File: src/hdl/cgr_defines.svh
`ifndef CGR_DEFINES_SVH
`define CGR_DEFINES_SVH
// ----------------------------------------------------------------
// Register offsets (byte addresses on the bus).
// ----------------------------------------------------------------
`define CGR_OFS_GATE_A     4'h0
`define CGR_OFS_GATE_B     4'h4
`define CGR_OFS_CAUSE      4'h8
`define CGR_OFS_SLEEP      4'hC
// ----------------------------------------------------------------
// Field positions.
// ----------------------------------------------------------------
`define CGR_BIT_TIMER_A    5
`define CGR_BIT_TIMER_B    3
`define CGR_BIT_SYNC_SER   2
`define CGR_BIT_USB        7
`define CGR_BIT_SER_PORT   0
`define CGR_BIT_USB_FLAG   5
`define CGR_BIT_WDT_FLAG   3
`define CGR_BIT_BOD_FLAG   2
`define CGR_BIT_EXT_FLAG   1
`define CGR_BIT_POR_FLAG   0
// ----------------------------------------------------------------
// Writable masks and reset values.
// ----------------------------------------------------------------
`define CGR_MASK_GATE_A    8'h2C
`define CGR_MASK_GATE_B    8'h81
`define CGR_MASK_CAUSE     8'h2F
`define CGR_RST_GATE_A     8'h00
`define CGR_RST_GATE_B     8'h00
`define CGR_RST_CAUSE      8'h01
// ----------------------------------------------------------------
// Timing.
// ----------------------------------------------------------------
`define CGR_CLK_MHZ        40
`define CGR_EXT_MIN_NS     400
`define CGR_EXT_MIN_CYC    ((`CGR_EXT_MIN_NS * `CGR_CLK_MHZ + 999) / 1000)
`define CGR_TOUT_DEFAULT   65536
`endif

File: src/hdl/cgr_pkg.sv
package cgr_pkg;
  // Gated-peripheral enable set.
  typedef struct packed {
    logic timer_a;
    logic timer_b;
    logic sync_serial;
    logic usb_function;
    logic serial_port;
  } cgr_clk_en_type;
  // Sleep mode codes.
  typedef enum logic [2:0] {
    CGR_SLP_IDLE    = 3'h0,
    CGR_SLP_RSV1    = 3'h1,
    CGR_SLP_PDOWN   = 3'h2,
    CGR_SLP_PSAVE   = 3'h3,
    CGR_SLP_RSV4    = 3'h4,
    CGR_SLP_RSV5    = 3'h5,
    CGR_SLP_STANDBY = 3'h6,
    CGR_SLP_EXTSTBY = 3'h7
  } cgr_sleep_type;
  // Reset sequencer states.
  typedef enum logic [1:0] {
    CGR_ST_HOLD  = 2'b00,
    CGR_ST_DELAY = 2'b01,
    CGR_ST_RUN   = 2'b10
  } cgr_state_type;
endpackage : cgr_pkg

File: src/hdl/cgr_clock_gating_reset.sv
// Our own choices: the Wishbone register port and the register offsets.
`timescale 1ns/1ps
`include "cgr_defines.svh"
// Notes on behaviour
// - Timer A enable drops while gate bit 5 of gate A is set; state kept.
// - Timer B enable drops while gate bit 3 of gate A is set; state kept.
// - Sync serial clock stops while gate bit 2 of gate A is set.
// - Gate A bits 4, 1 and 0 read zero always.
// - USB function clock stops while gate bit 7 of gate B is set.
// - Serial port clock stops while gate bit 0 of gate B is set.
// - Gate B bits 6..1 read zero; whole register resets to zero.
// - Comparator disabled in non-idle sleep unless it uses internal reference.
// - Internal reference on only when brown-out or comparator asks for it.
// - Fuse-enabled brown-out detector stays on in every sleep mode.
// - Enabled watchdog keeps running in every sleep mode.
// - Digital inputs disabled in sleeps stopping I/O clock, except wake inputs.
// - Debug fuse keeps main clock source enabled during sleep.
// - Reset loads registers with initial values; core starts at reset vector.
// - Port reset output follows power-on, pin and brown-out without a clock; watchdog and USB pass synchronisers.
// - Internal reset stretched by fuse-selected time-out after sources release; here the TOUT_CYC parameter sets it.
// - Power-on detector low holds the core in reset.
// - External reset low beyond minimum width resets; driver holds it long enough.
// - Watchdog expiry resets only while watchdog is enabled.
// - Enabled brown-out detector below trigger level resets.
// - USB bus reset resets core while USB function remains enabled.
// - Gated peripheral is frozen and its register access blocked.
// - Watchdog reset is a one-cycle pulse; time-out starts at its fall.
// - Each source sets its flag; write zero clears; power-on clears others.
// - Power-on flag set by power-on reset, cleared only by writing zero.
module cgr_clock_gating_reset #(
  parameter int unsigned TOUT_CYC = `CGR_TOUT_DEFAULT
) (
  // Clock and reset.
  input  wire logic                    sys_clk_in,
  input  wire logic                    sys_rst_in,
  // Wishbone slave.
  input  wire logic                    wb_cyc_in,
  input  wire logic                    wb_stb_in,
  input  wire logic                    wb_we_in,
  input  wire logic [3:0]              wb_adr_in,
  input  wire logic [3:0]              wb_sel_in,
  input  wire logic [31:0]             wb_dat_in,
  output logic      [31:0]             wb_dat_out,
  output logic                         wb_ack_out,
  // Reset sources.
  input  wire logic                    poweron_low_in,
  input  wire logic                    ext_reset_n_in,
  input  wire logic                    wdt_expire_in,
  input  wire logic                    wdt_enable_in,
  input  wire logic                    brownout_low_in,
  input  wire logic                    usb_bus_reset_in,
  input  wire logic                    usb_reset_mcu_en_in,
  // Fuses and sleep state.
  input  wire logic [2:0]              brownout_level_fuses_in,
  input  wire logic                    debug_enable_fuse_in,
  input  wire logic                    sleep_active_in,
  input  wire logic                    comparator_enable_in,
  input  wire logic                    comparator_uses_ref_in,
  input  wire logic [7:0]              wake_input_mask_in,
  input  wire logic                    periph_sel_timer_a_in,
  input  wire logic                    periph_sel_timer_b_in,
  input  wire logic                    periph_sel_sync_serial_in,
  input  wire logic                    periph_sel_usb_in,
  input  wire logic                    periph_sel_serial_in,
  // Gating and power outputs.
  output cgr_pkg::cgr_clk_en_type      clk_en_out,
  output logic                         periph_access_ok_out,
  output logic                         comparator_power_out,
  output logic                         vref_enable_out,
  output logic                         brownout_enable_out,
  output logic                         wdt_run_out,
  output logic [7:0]                   input_buffer_en_out,
  output logic                         main_clock_en_out,
  output logic                         usb_keep_enabled_out,
  // Reset outputs.
  output logic                         port_reset_out,
  output logic                         core_reset_out
);
  // ----------------------------------------------------------------
  // Register state.
  // ----------------------------------------------------------------
  logic [7:0]             gate_a;
  logic [7:0]             gate_b;
  logic [7:0]             cause;
  logic [3:0]             sleep_reg;
  cgr_pkg::cgr_sleep_type sleep_mode;
  logic                   wb_hit;
  logic                   wb_wr;
  logic                   brownout_on;
  logic [2:0]             ext_sync;
  logic                   ext_low;
  logic [7:0]             ext_cnt;
  logic                   ext_reset;
  logic                   wdt_pulse;
  logic [2:0]             wdt_sync;
  logic                   wdt_seen;
  logic [2:0]             usb_sync;
  logic                   usb_reset;
  logic                   any_source;
  logic [16:0]            tout_cnt;
  cgr_pkg::cgr_state_type state;
  cgr_pkg::cgr_state_type next_state;

  assign sleep_mode = cgr_pkg::cgr_sleep_type'(sleep_reg[3:1]);
  assign wb_hit     = wb_cyc_in && wb_stb_in && !wb_ack_out;
  // Writes land on the edge at which the master samples the acknowledge.
  assign wb_wr      = wb_cyc_in && wb_stb_in && wb_ack_out && wb_we_in && wb_sel_in[0];

  // ----------------------------------------------------------------
  // Bus slave: one registered ack per request, zero on unmapped reads.
  // ----------------------------------------------------------------
  // Acknowledge one cycle after the request appears, then drop.
  always_ff @(posedge sys_clk_in) begin
    if (sys_rst_in) begin
      wb_ack_out <= 1'b0;
    end else begin
      wb_ack_out <= wb_hit;
    end
  end

  // Read data mux; reserved bits come back zero through the masks.
  always_ff @(posedge sys_clk_in) begin
    if (sys_rst_in) begin
      wb_dat_out <= 32'h0000_0000;
    end else if (wb_hit) begin
      unique case (wb_adr_in)
        `CGR_OFS_GATE_A: wb_dat_out <= {24'h00_0000, gate_a & `CGR_MASK_GATE_A};
        `CGR_OFS_GATE_B: wb_dat_out <= {24'h00_0000, gate_b & `CGR_MASK_GATE_B};
        `CGR_OFS_CAUSE:  wb_dat_out <= {24'h00_0000, cause};
        `CGR_OFS_SLEEP:  wb_dat_out <= {28'h000_0000, sleep_reg};
        default:         wb_dat_out <= 32'h0000_0000;
      endcase
    end
  end

  // Gate registers; only documented bits store, so reserved bits stay zero.
  always_ff @(posedge sys_clk_in) begin
    if (sys_rst_in || core_reset_out) begin
      gate_a <= `CGR_RST_GATE_A;
      gate_b <= `CGR_RST_GATE_B;
    end else if (wb_wr && wb_adr_in == `CGR_OFS_GATE_A) begin
      gate_a <= wb_dat_in[7:0] & `CGR_MASK_GATE_A;
    end else if (wb_wr && wb_adr_in == `CGR_OFS_GATE_B) begin
      gate_b <= wb_dat_in[7:0] & `CGR_MASK_GATE_B;
    end
  end

  // Sleep mode register: mode in bits 3..1, sleep enable in bit 0.
  always_ff @(posedge sys_clk_in) begin
    if (sys_rst_in || core_reset_out) begin
      sleep_reg <= 4'h0;
    end else if (wb_wr && wb_adr_in == `CGR_OFS_SLEEP) begin
      sleep_reg <= wb_dat_in[3:0];
    end
  end

  // ----------------------------------------------------------------
  // Clock gating.
  // ----------------------------------------------------------------
  // Enables drop while gated; peripherals hold their state when disabled.
  always_comb begin
    clk_en_out.timer_a      = !gate_a[`CGR_BIT_TIMER_A];
    clk_en_out.timer_b      = !gate_a[`CGR_BIT_TIMER_B];
    clk_en_out.sync_serial  = !gate_a[`CGR_BIT_SYNC_SER];
    clk_en_out.usb_function = !gate_b[`CGR_BIT_USB];
    clk_en_out.serial_port  = !gate_b[`CGR_BIT_SER_PORT];
  end

  // Register access to a gated peripheral is blocked.
  assign periph_access_ok_out = !((periph_sel_timer_a_in && gate_a[`CGR_BIT_TIMER_A]) ||
                                  (periph_sel_timer_b_in && gate_a[`CGR_BIT_TIMER_B]) ||
                                  (periph_sel_sync_serial_in && gate_a[`CGR_BIT_SYNC_SER]) ||
                                  (periph_sel_usb_in && gate_b[`CGR_BIT_USB]) ||
                                  (periph_sel_serial_in && gate_b[`CGR_BIT_SER_PORT]));

  // ----------------------------------------------------------------
  // Sleep power control.
  // ----------------------------------------------------------------
  // Level fuses all ones mean the detector is off.
  assign brownout_on = (brownout_level_fuses_in != 3'h7);
  // Brown-out follows only its fuses, never the sleep state.
  assign brownout_enable_out = brownout_on;
  // Comparator powers down in deeper sleep unless it feeds off the reference.
  assign comparator_power_out = comparator_enable_in &&
                                (!sleep_active_in || sleep_mode == cgr_pkg::CGR_SLP_IDLE ||
                                 comparator_uses_ref_in);
  // Reference is on only for its two consumers.
  assign vref_enable_out = brownout_on || (comparator_power_out && comparator_uses_ref_in);
  // Watchdog is never stopped by sleep.
  assign wdt_run_out = wdt_enable_in;
  // Only idle keeps the I/O clock; other sleeps keep wake inputs only.
  assign input_buffer_en_out = (sleep_active_in && sleep_mode != cgr_pkg::CGR_SLP_IDLE) ?
                               wake_input_mask_in : 8'hFF;
  // Main clock runs when awake, in idle, standby and extended standby, or under debug.
  assign main_clock_en_out = !sleep_active_in || debug_enable_fuse_in ||
                             sleep_mode == cgr_pkg::CGR_SLP_IDLE ||
                             sleep_mode == cgr_pkg::CGR_SLP_STANDBY ||
                             sleep_mode == cgr_pkg::CGR_SLP_EXTSTBY;
  // USB reset of the core leaves the function powered.
  assign usb_keep_enabled_out = 1'b1;

  // ----------------------------------------------------------------
  // Reset sources.
  // ----------------------------------------------------------------
  // External pin synchroniser, three stages; stages two and three must agree.
  always_ff @(posedge sys_clk_in) begin
    if (sys_rst_in) begin
      ext_sync <= 3'b111;
    end else begin
      ext_sync <= {ext_sync[1:0], ext_reset_n_in};
    end
  end
  assign ext_low = !ext_sync[1] && !ext_sync[2];

  // Low must persist the minimum width before it counts as a reset.
  always_ff @(posedge sys_clk_in) begin
    if (sys_rst_in || !ext_low) begin
      ext_cnt <= 8'h00;
    end else if (ext_cnt < 8'(`CGR_EXT_MIN_CYC)) begin
      ext_cnt <= ext_cnt + 8'h01;
    end
  end
  assign ext_reset = ext_low && (ext_cnt >= 8'(`CGR_EXT_MIN_CYC));

  // Watchdog expiry comes from the watchdog's own oscillator: three stages, and the
  // accepted level moves only once stages two and three agree.
  always_ff @(posedge sys_clk_in) begin
    if (sys_rst_in) begin
      wdt_sync <= 3'h0;
      wdt_seen <= 1'b0;
    end else begin
      wdt_sync <= {wdt_sync[1:0], wdt_expire_in};
      if (wdt_sync[1] == wdt_sync[2]) begin
        wdt_seen <= wdt_sync[2];
      end
    end
  end
  // A newly accepted expiry becomes a single-cycle pulse when enabled.
  assign wdt_pulse = wdt_enable_in && wdt_sync[1] && wdt_sync[2] && !wdt_seen;

  // USB bus reset comes from the USB clock domain and passes the same three stages.
  always_ff @(posedge sys_clk_in) begin
    if (sys_rst_in) begin
      usb_sync <= 3'h0;
    end else begin
      usb_sync <= {usb_sync[1:0], usb_bus_reset_in};
    end
  end
  assign usb_reset = usb_reset_mcu_en_in && usb_sync[1] && usb_sync[2];

  // Any active source; power-on and pin act also without a clock.
  assign any_source = poweron_low_in || ext_reset || wdt_pulse ||
                      (brownout_on && brownout_low_in) ||
                      usb_reset;
  assign port_reset_out = poweron_low_in || !ext_reset_n_in || core_reset_out;

  // ----------------------------------------------------------------
  // Delay counter stretching the internal reset.
  // ----------------------------------------------------------------
  always_comb begin
    next_state = state;
    unique case (state)
      cgr_pkg::CGR_ST_HOLD:  if (!any_source) next_state = cgr_pkg::CGR_ST_DELAY;
      cgr_pkg::CGR_ST_DELAY: if (any_source) next_state = cgr_pkg::CGR_ST_HOLD;
                             else if (tout_cnt >= 17'(TOUT_CYC - 1)) next_state = cgr_pkg::CGR_ST_RUN;
      cgr_pkg::CGR_ST_RUN:   if (any_source) next_state = cgr_pkg::CGR_ST_HOLD;
      default:               next_state = cgr_pkg::CGR_ST_HOLD;
    endcase
  end

  // State and time-out count advance together.
  always_ff @(posedge sys_clk_in) begin
    if (sys_rst_in) begin
      state    <= cgr_pkg::CGR_ST_HOLD;
      tout_cnt <= 17'h0_0000;
    end else begin
      state    <= next_state;
      tout_cnt <= (state == cgr_pkg::CGR_ST_DELAY) ? tout_cnt + 17'h0_0001 : 17'h0_0000;
    end
  end
  assign core_reset_out = (state != cgr_pkg::CGR_ST_RUN) || any_source;

  // ----------------------------------------------------------------
  // Reset cause flags.
  // ----------------------------------------------------------------
  // Sources set their flag; a written zero clears; sets win over clears.
  always_ff @(posedge sys_clk_in) begin
    if (sys_rst_in) begin
      cause    <= `CGR_RST_CAUSE;
    end else begin
      if (wb_wr && wb_adr_in == `CGR_OFS_CAUSE) begin
        cause <= cause & wb_dat_in[7:0] & `CGR_MASK_CAUSE;
      end
      if (poweron_low_in) begin
        cause <= 8'h01;
      end else begin
        if (usb_reset) cause[`CGR_BIT_USB_FLAG] <= 1'b1;
        if (wdt_pulse) cause[`CGR_BIT_WDT_FLAG] <= 1'b1;
        if (brownout_on && brownout_low_in) cause[`CGR_BIT_BOD_FLAG] <= 1'b1;
        if (ext_reset) cause[`CGR_BIT_EXT_FLAG] <= 1'b1;
      end
    end
  end

  // ----------------------------------------------------------------
  // Assertions.
  // ----------------------------------------------------------------
  AST_TIMER_A_GATE: assert property (@(posedge sys_clk_in) disable iff (sys_rst_in)
    (wb_wr && wb_adr_in == `CGR_OFS_GATE_A && wb_dat_in[5] && !core_reset_out) |=> !clk_en_out.timer_a)
    else $error("timer A not gated");
  AST_TIMER_B_GATE: assert property (@(posedge sys_clk_in) disable iff (sys_rst_in)
    (wb_wr && wb_adr_in == `CGR_OFS_GATE_A && !core_reset_out) |=> clk_en_out.timer_b == !$past(wb_dat_in[3]))
    else $error("timer B enable wrong");
  AST_GATE_A_RSV: assert property (@(posedge sys_clk_in) disable iff (sys_rst_in)
    (wb_hit && !wb_we_in && wb_adr_in == `CGR_OFS_GATE_A) |=> wb_dat_out[4] == 1'b0 && wb_dat_out[1:0] == 2'b00)
    else $error("gate A reserved bits nonzero");
  AST_GATE_B_RSV: assert property (@(posedge sys_clk_in) disable iff (sys_rst_in)
    (wb_hit && wb_adr_in == `CGR_OFS_GATE_B) |=> wb_dat_out[6:1] == 6'h00)
    else $error("gate B reserved bits nonzero");
  AST_COMP_SLEEP: assert property (@(posedge sys_clk_in) disable iff (sys_rst_in)
    (sleep_active_in && sleep_mode == cgr_pkg::CGR_SLP_PDOWN && !comparator_uses_ref_in) |-> !comparator_power_out)
    else $error("comparator on in deep sleep");
  AST_WDT_PULSE: assert property (@(posedge sys_clk_in) disable iff (sys_rst_in)
    wdt_pulse |=> !wdt_pulse) else $error("watchdog pulse longer than one cycle");
  AST_STRETCH: assert property (@(posedge sys_clk_in) disable iff (sys_rst_in)
    ($fell(any_source) && state == cgr_pkg::CGR_ST_HOLD) |-> core_reset_out [*2])
    else $error("internal reset not stretched");
  AST_POR_HOLD: assert property (@(posedge sys_clk_in) disable iff (sys_rst_in)
    poweron_low_in |-> core_reset_out ##1 cause == 8'h01) else $error("power-on not holding reset");
  AST_EXT_FLAG: assert property (@(posedge sys_clk_in) disable iff (sys_rst_in)
    (ext_reset && !poweron_low_in) |=> cause[1]) else $error("external flag not set");
  AST_DEBUG_CLK: assert property (@(posedge sys_clk_in) disable iff (sys_rst_in)
    debug_enable_fuse_in |-> main_clock_en_out) else $error("main clock off under debug");
  AST_PORT_RESET: assert property (@(posedge sys_clk_in) disable iff (sys_rst_in)
    (poweron_low_in || !ext_reset_n_in) |-> port_reset_out)
    else $error("port reset not following its source");
  AST_WDT_OFF: assert property (@(posedge sys_clk_in) disable iff (sys_rst_in)
    !wdt_enable_in |-> !wdt_pulse)
    else $error("watchdog reset while disabled");
  AST_GATED_ACCESS: assert property (@(posedge sys_clk_in) disable iff (sys_rst_in)
    (periph_sel_timer_a_in && !clk_en_out.timer_a) |-> !periph_access_ok_out)
    else $error("access to gated peripheral allowed");
  COV_WDT: cover property (@(posedge sys_clk_in) disable iff (sys_rst_in) wdt_pulse ##[1:20] !core_reset_out);
  COV_EXT: cover property (@(posedge sys_clk_in) disable iff (sys_rst_in) ext_reset);
  COV_RUN: cover property (@(posedge sys_clk_in) disable iff (sys_rst_in) $rose(state == cgr_pkg::CGR_ST_RUN));
  COV_GATE: cover property (@(posedge sys_clk_in) disable iff (sys_rst_in) !clk_en_out.usb_function);
  COV_USB: cover property (@(posedge sys_clk_in) disable iff (sys_rst_in) usb_reset);
endmodule : cgr_clock_gating_reset

File: config.mk
export PLATFORM = sky130hd
export DESIGN_NAME = cgr_clock_gating_reset
export DESIGN_NICKNAME = d
export VERILOG_FILES = /design/src/hdl/cgr_pkg.sv /design/src/hdl/cgr_clock_gating_reset.sv
export VERILOG_INCLUDE_DIRS = /design/src /design/src/hdl
export SDC_FILE = /design/constraint.sdc
export NUM_CORES = 1
export LEC_CHECK = 0
export BUFFER_PORTS_ARGS = -buffer_cell sky130_fd_sc_hd__buf_4
export CAP_MARGIN = 20
export CORE_ASPECT_RATIO = 0.5
export CORE_MARGIN = 1.5
export CORE_UTILIZATION = 40
export CTS_BUF_LIST = sky130_fd_sc_hd__clkbuf_4
export DETAILED_ROUTE_END_ITERATION = 8
export PLACE_DENSITY = 0.76
export SLEW_MARGIN = 20
export SYNTH_ARGS = -nofsm -noshare
export SYNTH_HDL_FRONTEND = slang
export SYNTH_SLANG_ARGS = --single-unit
File: constraint.sdc
create_clock -name sys_clk_in -period 2.4 [get_ports sys_clk_in]
set_clock_uncertainty 0.05 [all_clocks]
set_input_delay 0.12 -clock sys_clk_in [delete_from_list [all_inputs] [get_ports sys_clk_in]]
set_output_delay 0.12 -clock sys_clk_in [all_outputs]
set_load 0.05 [all_outputs]
==> results of run 1 <==
[critical path, cell delays in order, from the launching register on]
cell      delay, ps
dfxtp_1         350
ha_1            230
nand3_1         250
nor2_1           80
and3_1          170
ha_1            180
a311o_1         350
a211oi_2        210
[worst paths after layout]
kind	endpoint	from
hold reg to reg	ext_sync[1]	ext_sync[0]
setup reg to reg	state[0]	tout_cnt[0]
setup / recovery	state[0]	tout_cnt[0]
hold / removal	wb_dat_out[1]	wb_adr_in[3]
[report_power, final]
group	switching, mW	internal, mW	leakage (nW)
logic	0.155	0.0800	0.905
registers	0.00417	0.971	0.469
clock network	0.332	0.206	0.0578
total	0.490	1.26	1.43
[layout make-up]
| class | instances | area [um2] |
|---|---|---|
| Multi-Input combinational cell | 226 | 1410 |
| Clock buffer | 10 | 75.1 |
| Sequential cell | 58 | 1160 |
| Timing Repair Buffer | 87 | 691 |
| Fill cell | 626 | 3150 |
| Inverter | 13 | 48.8 |
| Tap cell | 92 | 115 |
| Clock inverter | 6 | 23.8 |
[cells in the mapped netlist, drive strengths merged, types with 2 or more instances]
cell	count
a21oi	9
a22oi	3
and2	4
and3	2
and4	2
buf	30
clkbuf	5
conb	2
dfxtp	58
ha	4
inv	13
mux2i	15
nand2	11
nand2b	2
nand3	9
nand4	8
nand4b	2
nor2	50
nor2b	7
nor3	6
nor4	5
o21ai	9
o2bb2ai	2
or2	12
or3	3
xnor2	10
xor2	4
[cells by family after synthesis]
| kind of cell | count (synthesis) | share of synthesized area [%] |
|---|---|---|
| AND/OR/NAND/NOR | 128 | 25.5 |
| adder cells (fa/ha/maj) | 4 | 1.81 |
| buffers and inverters | 48 | 10.4 |
| AO/OA/AOI/OAI | 38 | 10.1 |
| other | 2 | 0.272 |
| XOR/XNOR | 14 | 4.44 |
| flip-flops | 58 | 42.0 |
| multiplexers | 15 | 5.43 |
[routing by layer]
metal | GRT usage [%] | share of wire, %
met5 | 0 | 0
met4 | 5.88 | 1.4
met3 | 6.11 | 6.2
met2 | 26.6 | 47
met1 | 17.8 | 45
==> out/summary.txt, run 1 <==
Largest Register: tout_cnt
Hold Worst Slack: 55.0 ps
crit path max fanout: 8
Post-layout nets: 471
Peak VDD IR: 0.185 mV
placement-stage cell area: 0.00327 mm2
Design Area, Final: 0.00352 mm2
vias in the first global route: 2024
Min-Delay Path Class: input pin to register
Worst-Skew Late Latency: 410 ps
power density over the cells: 496 mW/mm2
Post-CTS Setup Bufs: 0
Design Power: 1.75 mW
post-route ant nets: 0
RSZ-0062 raised after global routing: false
Syn Area/Cell: 9.00 um2
Slew headroom: 56.7%
Async S/R FF share, synth: 0%
ys flop type: dfxtp_1
initial antenna violation count: 0
detailed-route via count: 2272
Pleak: 1.43 nW
DIE AREA: 0.00745 mm2
vias per cell: 4.62
RD Place Congestion: 0.757
top cells by area, synth: dfxtp_1 (42%), buf_4 (7.6%), nor2_1 (6.5%)
die span in x: 121 um
clk buf depth: 2
WL per Instance: 11.3 um
CP Capture Type: register
setup TNS: 0 ps
ANT cells: 0
clk slew on worst S/H paths: 90 ps
site row count: 21
Initial DRC Count: 47
fin crit period: 1940 ps
CP required: 2680 ps
CTS sink count: 58
dpl cells: 461
top flop regs: tout_cnt (17), ext_cnt (8), wb_dat_out (6)
Port Buf Inserts: 70
fin util: 52.8%
root buf cell: clkbuf_4
Remaining Overflow, GRT: 0
synthesized area: 0.00276 mm2
flop2flop setup slack: 460 ps
most common cell after layout, fill and taps aside: buf_4
Hold Crit Depth: 3
pin count of the biggest net entering global routing: 21
sequential area share after synthesis: 42.0%
Post-Syn Instances: 307
final hold violation count: 0
crit path kind: register to register
first-pass GRT wire length: 8820 um
EDFF count, synth: 0
Setup WS post-layout: 460 ps
f_max: 515 MHz
Core Footprint: 0.00667 mm2
die outline height: 61.8 um
Yosys cell types: 52
Num CTS Buffers: 9
Worst R2R Path Depth: 7
CTS tree: yes
Slew @ Worst Pin: 649 ps
Startpoint Class: register
DR pass1 iterations: 4
max reg flops: 17
Pins Over Slew Limit: 0
fin crit share: 80.9%
layout cell share with drive strength beyond 1: 25.8%
non-filler instance count after layout: 492
GRT Util Overall: 15.4%
cell taking the most area after synthesis: dfxtp_1
pre-CTS WS: 506 ps
Critical Path AT: 2220 ps
Total Wirelength: 5560 um
Yosys reg bits: 58
num ports: 127
drt drc: 0
post-CTS sizing: 0
initial core utilization: 41.4%
hold_buf cts: 15
hpwl dp: 4050 um
most frequent cells in the layout: buf_4 (72), dfxtp_1 (58), nor2_1 (48), conb_1 (27)
Area Growth Syn to Fin: 27.5%
Final setup viols: 0
post-synth top area share: 42.0%
H-tree depth: 3
status: complete, no violations
synth warn: 0
Max-Cap Viols: 0
(Power assumes the default switching activity.)
==> inputs of run 2 (changes only) <==
--- a/config.mk
+++ b/config.mk
@@ -6,6 +6,7 @@
 export SDC_FILE = /design/constraint.sdc
 export NUM_CORES = 1
 export LEC_CHECK = 0
+export ABC_AREA = 1
 export BUFFER_PORTS_ARGS = -buffer_cell sky130_fd_sc_hd__buf_4
 export CAP_MARGIN = 20
 export CORE_ASPECT_RATIO = 0.5
@@ -13,7 +14,7 @@
 export CORE_UTILIZATION = 40
 export CTS_BUF_LIST = sky130_fd_sc_hd__clkbuf_4
 export DETAILED_ROUTE_END_ITERATION = 8
-export PLACE_DENSITY = 0.76
+export PLACE_DENSITY = 0.79
 export SLEW_MARGIN = 20
 export SYNTH_ARGS = -nofsm -noshare
 export SYNTH_HDL_FRONTEND = slang
==> constraint.sdc (replaced) <==
create_clock -name sys_clk_in -period 1.7 [get_ports sys_clk_in]
set_clock_uncertainty 0.05 [all_clocks]
set_input_delay 0.085 -clock sys_clk_in [delete_from_list [all_inputs] [get_ports sys_clk_in]]
set_output_delay 0.085 -clock sys_clk_in [all_outputs]
set_load 0.05 [all_outputs]
==> run 2 against run 1 <==
Worst hold slack worse by 35 ps. Sequential power grew 42%. Critical path type is now register to output pin. Clock-buffer cell count is 2 higher. Critical path depth grew 2. Cell count rose by 20%. Non-clock buffer count up 18. Clock power grew 52%. Design area is 8.2% higher. First-iteration DRC count rose to 2.8 times the previous value. The run now ends with negative setup slack left. Synthesized cell count increased by 25%. Routed wire length is 11% higher.
==> out/summary.txt, run 2 <==
Design Area, Final: 0.00381 mm2
clk buf depth: 2
CP Cell Sequence: nor2_2 -> nand2_2 -> nand2_2 -> nand2_2 -> nor2_4 -> nand2_2 -> nor2_4 -> nand2_2 -> buf_8
count leader, synth: nand2_1
EDFF count, synth: 0
drt drc: 0
DIE AREA: 0.00753 mm2
Min-Delay Path Class: input pin to register
ys flop type: dfxtp_1
Remaining Overflow, GRT: 0
Peak VDD IR: 0.407 mV
Yosys cell types: 34
FF-to-FF Start: tout_cnt[0]
Post-layout nets: 569
layout cell share with drive strength beyond 1: 30.0%
fin crit share: 100%
slowest CP cell: dfxtp_2
most common cell after layout, fill and taps aside: buf_4
RD Place Congestion: 0.835
Port Buf Inserts: 70
crit path max fanout: 4
Largest Register: tout_cnt
combinational share of power: 14.4%
CTS sink count: 58
Pint: 1.83 mW
top cells by count, synth: nand2_1 (73), dfxtp_1 (58), inv_1 (57)
detailed-route via count: 2669
post-synth top area share: 41.5%
flop2flop setup slack: 40 ps
power density over the cells: 673 mW/mm2
initial antenna violation count: 0
max reg flops: 17
num ports: 127
hpwl dp: 4330 um
hold_sp: wdt_enable_in
Pins Over Slew Limit: 0
setup TNS: -4.29 ps
clock share of power: 31.8%
Initial DRC Count: 130
Hold Crit Depth: 5
final hold violation count: 0
WL per Instance: 10.5 um
Switch Pwr: 0.732 mW
Syn Area/Cell: 7.26 um2
pin count of the biggest net entering global routing: 21
fin crit period: 1700 ps
Bufs and invs on worst path: 1
CP required: 1560 ps
Net Sw Frac: 28.5%
hold endpoint: cause[3]
Most Frequent Cell on Critical Path: nand2_2
first-pass GRT wire length: 10800 um
Max-Cap Viols: 0
H-tree depth: 3
initial core utilization: 41.6%
Startpoint Class: register
top flop regs: tout_cnt (17), ext_cnt (8), wb_dat_out (6)
Pleak: 1.63 nW
status: finished with violations
cell taking the most area after synthesis: dfxtp_1
top cells by area, synth: dfxtp_1 (42%), nand2_1 (9.8%), inv_1 (7.7%)
Post-Syn Instances: 385
synthesized area: 0.00280 mm2
site row count: 21
violated checks: negative setup slack
Worst R2R Path Depth: 11
Final setup viols: 1
placement-stage cell area: 0.00338 mm2
root buf cell: clkbuf_4
f_max: 587 MHz
vias in the first global route: 2549
DR pass1 iterations: 4
Num CTS Buffers: 9
fin util: 56.7%
sequential area share after synthesis: 41.5%
most frequent cells in the layout: buf_4 (81), nand2_1 (67), inv_1 (56), dfxtp_1 (52), nor2_1 (38)
RSZ-0062 raised after global routing: true
Design Power: 2.57 mW
vias per cell: 4.53
GRT Util Overall: 18.1%
Core Footprint: 0.00673 mm2
post-route ant nets: 0
Async S/R FF share, synth: 0%
Total Wirelength: 6190 um
clk slew on worst S/H paths: 90 ps
die span in x: 121 um
CTS tree: yes
Critical Path Max Stage Delay: 330 ps
Critical Path AT: 1570 ps
CP delay by family, top: simple AND/OR/NAND/NOR gates
synth warn: 0
Area Growth Syn to Fin: 36.4%
ANT cells: 0
CP Capture Type: output pin
Worst-Skew Late Latency: 400 ps
Yosys reg bits: 58
sequential power share: 53.8%
die outline height: 62.1 um
Reg-to-Reg End: state[0]
pre-CTS WS: -6.69 ps
crit path kind: register to output pin
Setup WS post-layout: -4.29 ps
run 2: cell count changes in the layout (fill, tap and decap cells not counted), moves of 8 or more:
cell	change
xnor2_1	-8
a21oi_1	+23
nor2_1	-10
mux2i_1	-15
nand2_2	+12
nand2_1	+56
o21ai_0	+13
or2_2	-8
inv_1	+43
buf_4	+9
run 2: tightest hold or removal path, delay by kind of cell:
family | cells | cell delay, ps
AO/OA/AOI/OAI | 1 | 70
buffers and inverters | 2 | 160
AND/OR/NAND/NOR | 2 | 120
run 2: final cells by class:
class	count	area, um2
Fill cell	612	2910
Multi-Input combinational cell	260	1340
Sequential cell	58	1170
Timing Repair Buffer	105	861
Inverter	59	221
Tap cell	92	115
Clock buffer	12	90.1
Clock inverter	3	17.5
run 2: power by group through the flow:
stage                     Combinational [mW]  Sequential [mW]  Clock [mW]
after floorplan                        0.263             1.42           0
after global placement                 0.327             1.41           0
after detailed placement               0.330             1.41           0
after CTS                              0.365             1.38       0.860
after global routing                   0.395             1.38       0.909
final                                  0.370             1.38       0.817
run 2: routing by layer:
metal | up-vias | GRT usage [%] | share of wire, % | routed length (um)
li1 | 1373 | - | - | -
met1 | 1195 | 20.1 | 41 | 2560
met2 | 85 | 31.3 | 50 | 3100
met3 | 16 | 5.88 | 5.9 | 367
met4 | 0 | 8.68 | 2.6 | 161
met5 | - | 0 | 0 | 0
run 2: logic make-up after synthesis:
logic type / share of synthesized area [%]
other: 0.269
XOR/XNOR: 1.25
buffers and inverters: 16.2
flip-flops: 41.5
adder cells (fa/ha/maj): 1.79
AO/OA/AOI/OAI: 11.6
AND/OR/NAND/NOR: 27.4
run 2: per-stage QoR:
step / hold WS, ps / instances
3_3_place_gp: 236 / 549
3_5_place_dp: 237 / 549
6_report: 19.6 / 589
5_1_grt: 32.4 / 589
2_1_floorplan: 142 / 410
4_1_cts: 14.2 / 587
run 2: how the worst max path moves through the flow:
stage | startpoint | end | slack [ps] | depth (start not counted)
floorplan | sleep_reg[1] | comparator_power_out | 20 | 3
global placement | tout_cnt[0] | state[0] | 40 | 11
detailed placement | tout_cnt[0] | state[0] | -7 | 11
CTS | ext_cnt[7] | port_reset_out | -100 | 9
global route | ext_cnt[6] | port_reset_out | -150 | 9
finish | ext_cnt[6] | port_reset_out | -4 | 9
run 2: what timing repair did:
item	CTS	global route
hold buffers	17	0
hold endpoints to repair	31	0
gates resized for setup	9	22
pin swaps	6	8
buffers inserted	6	2
setup endpoints to repair	4	10
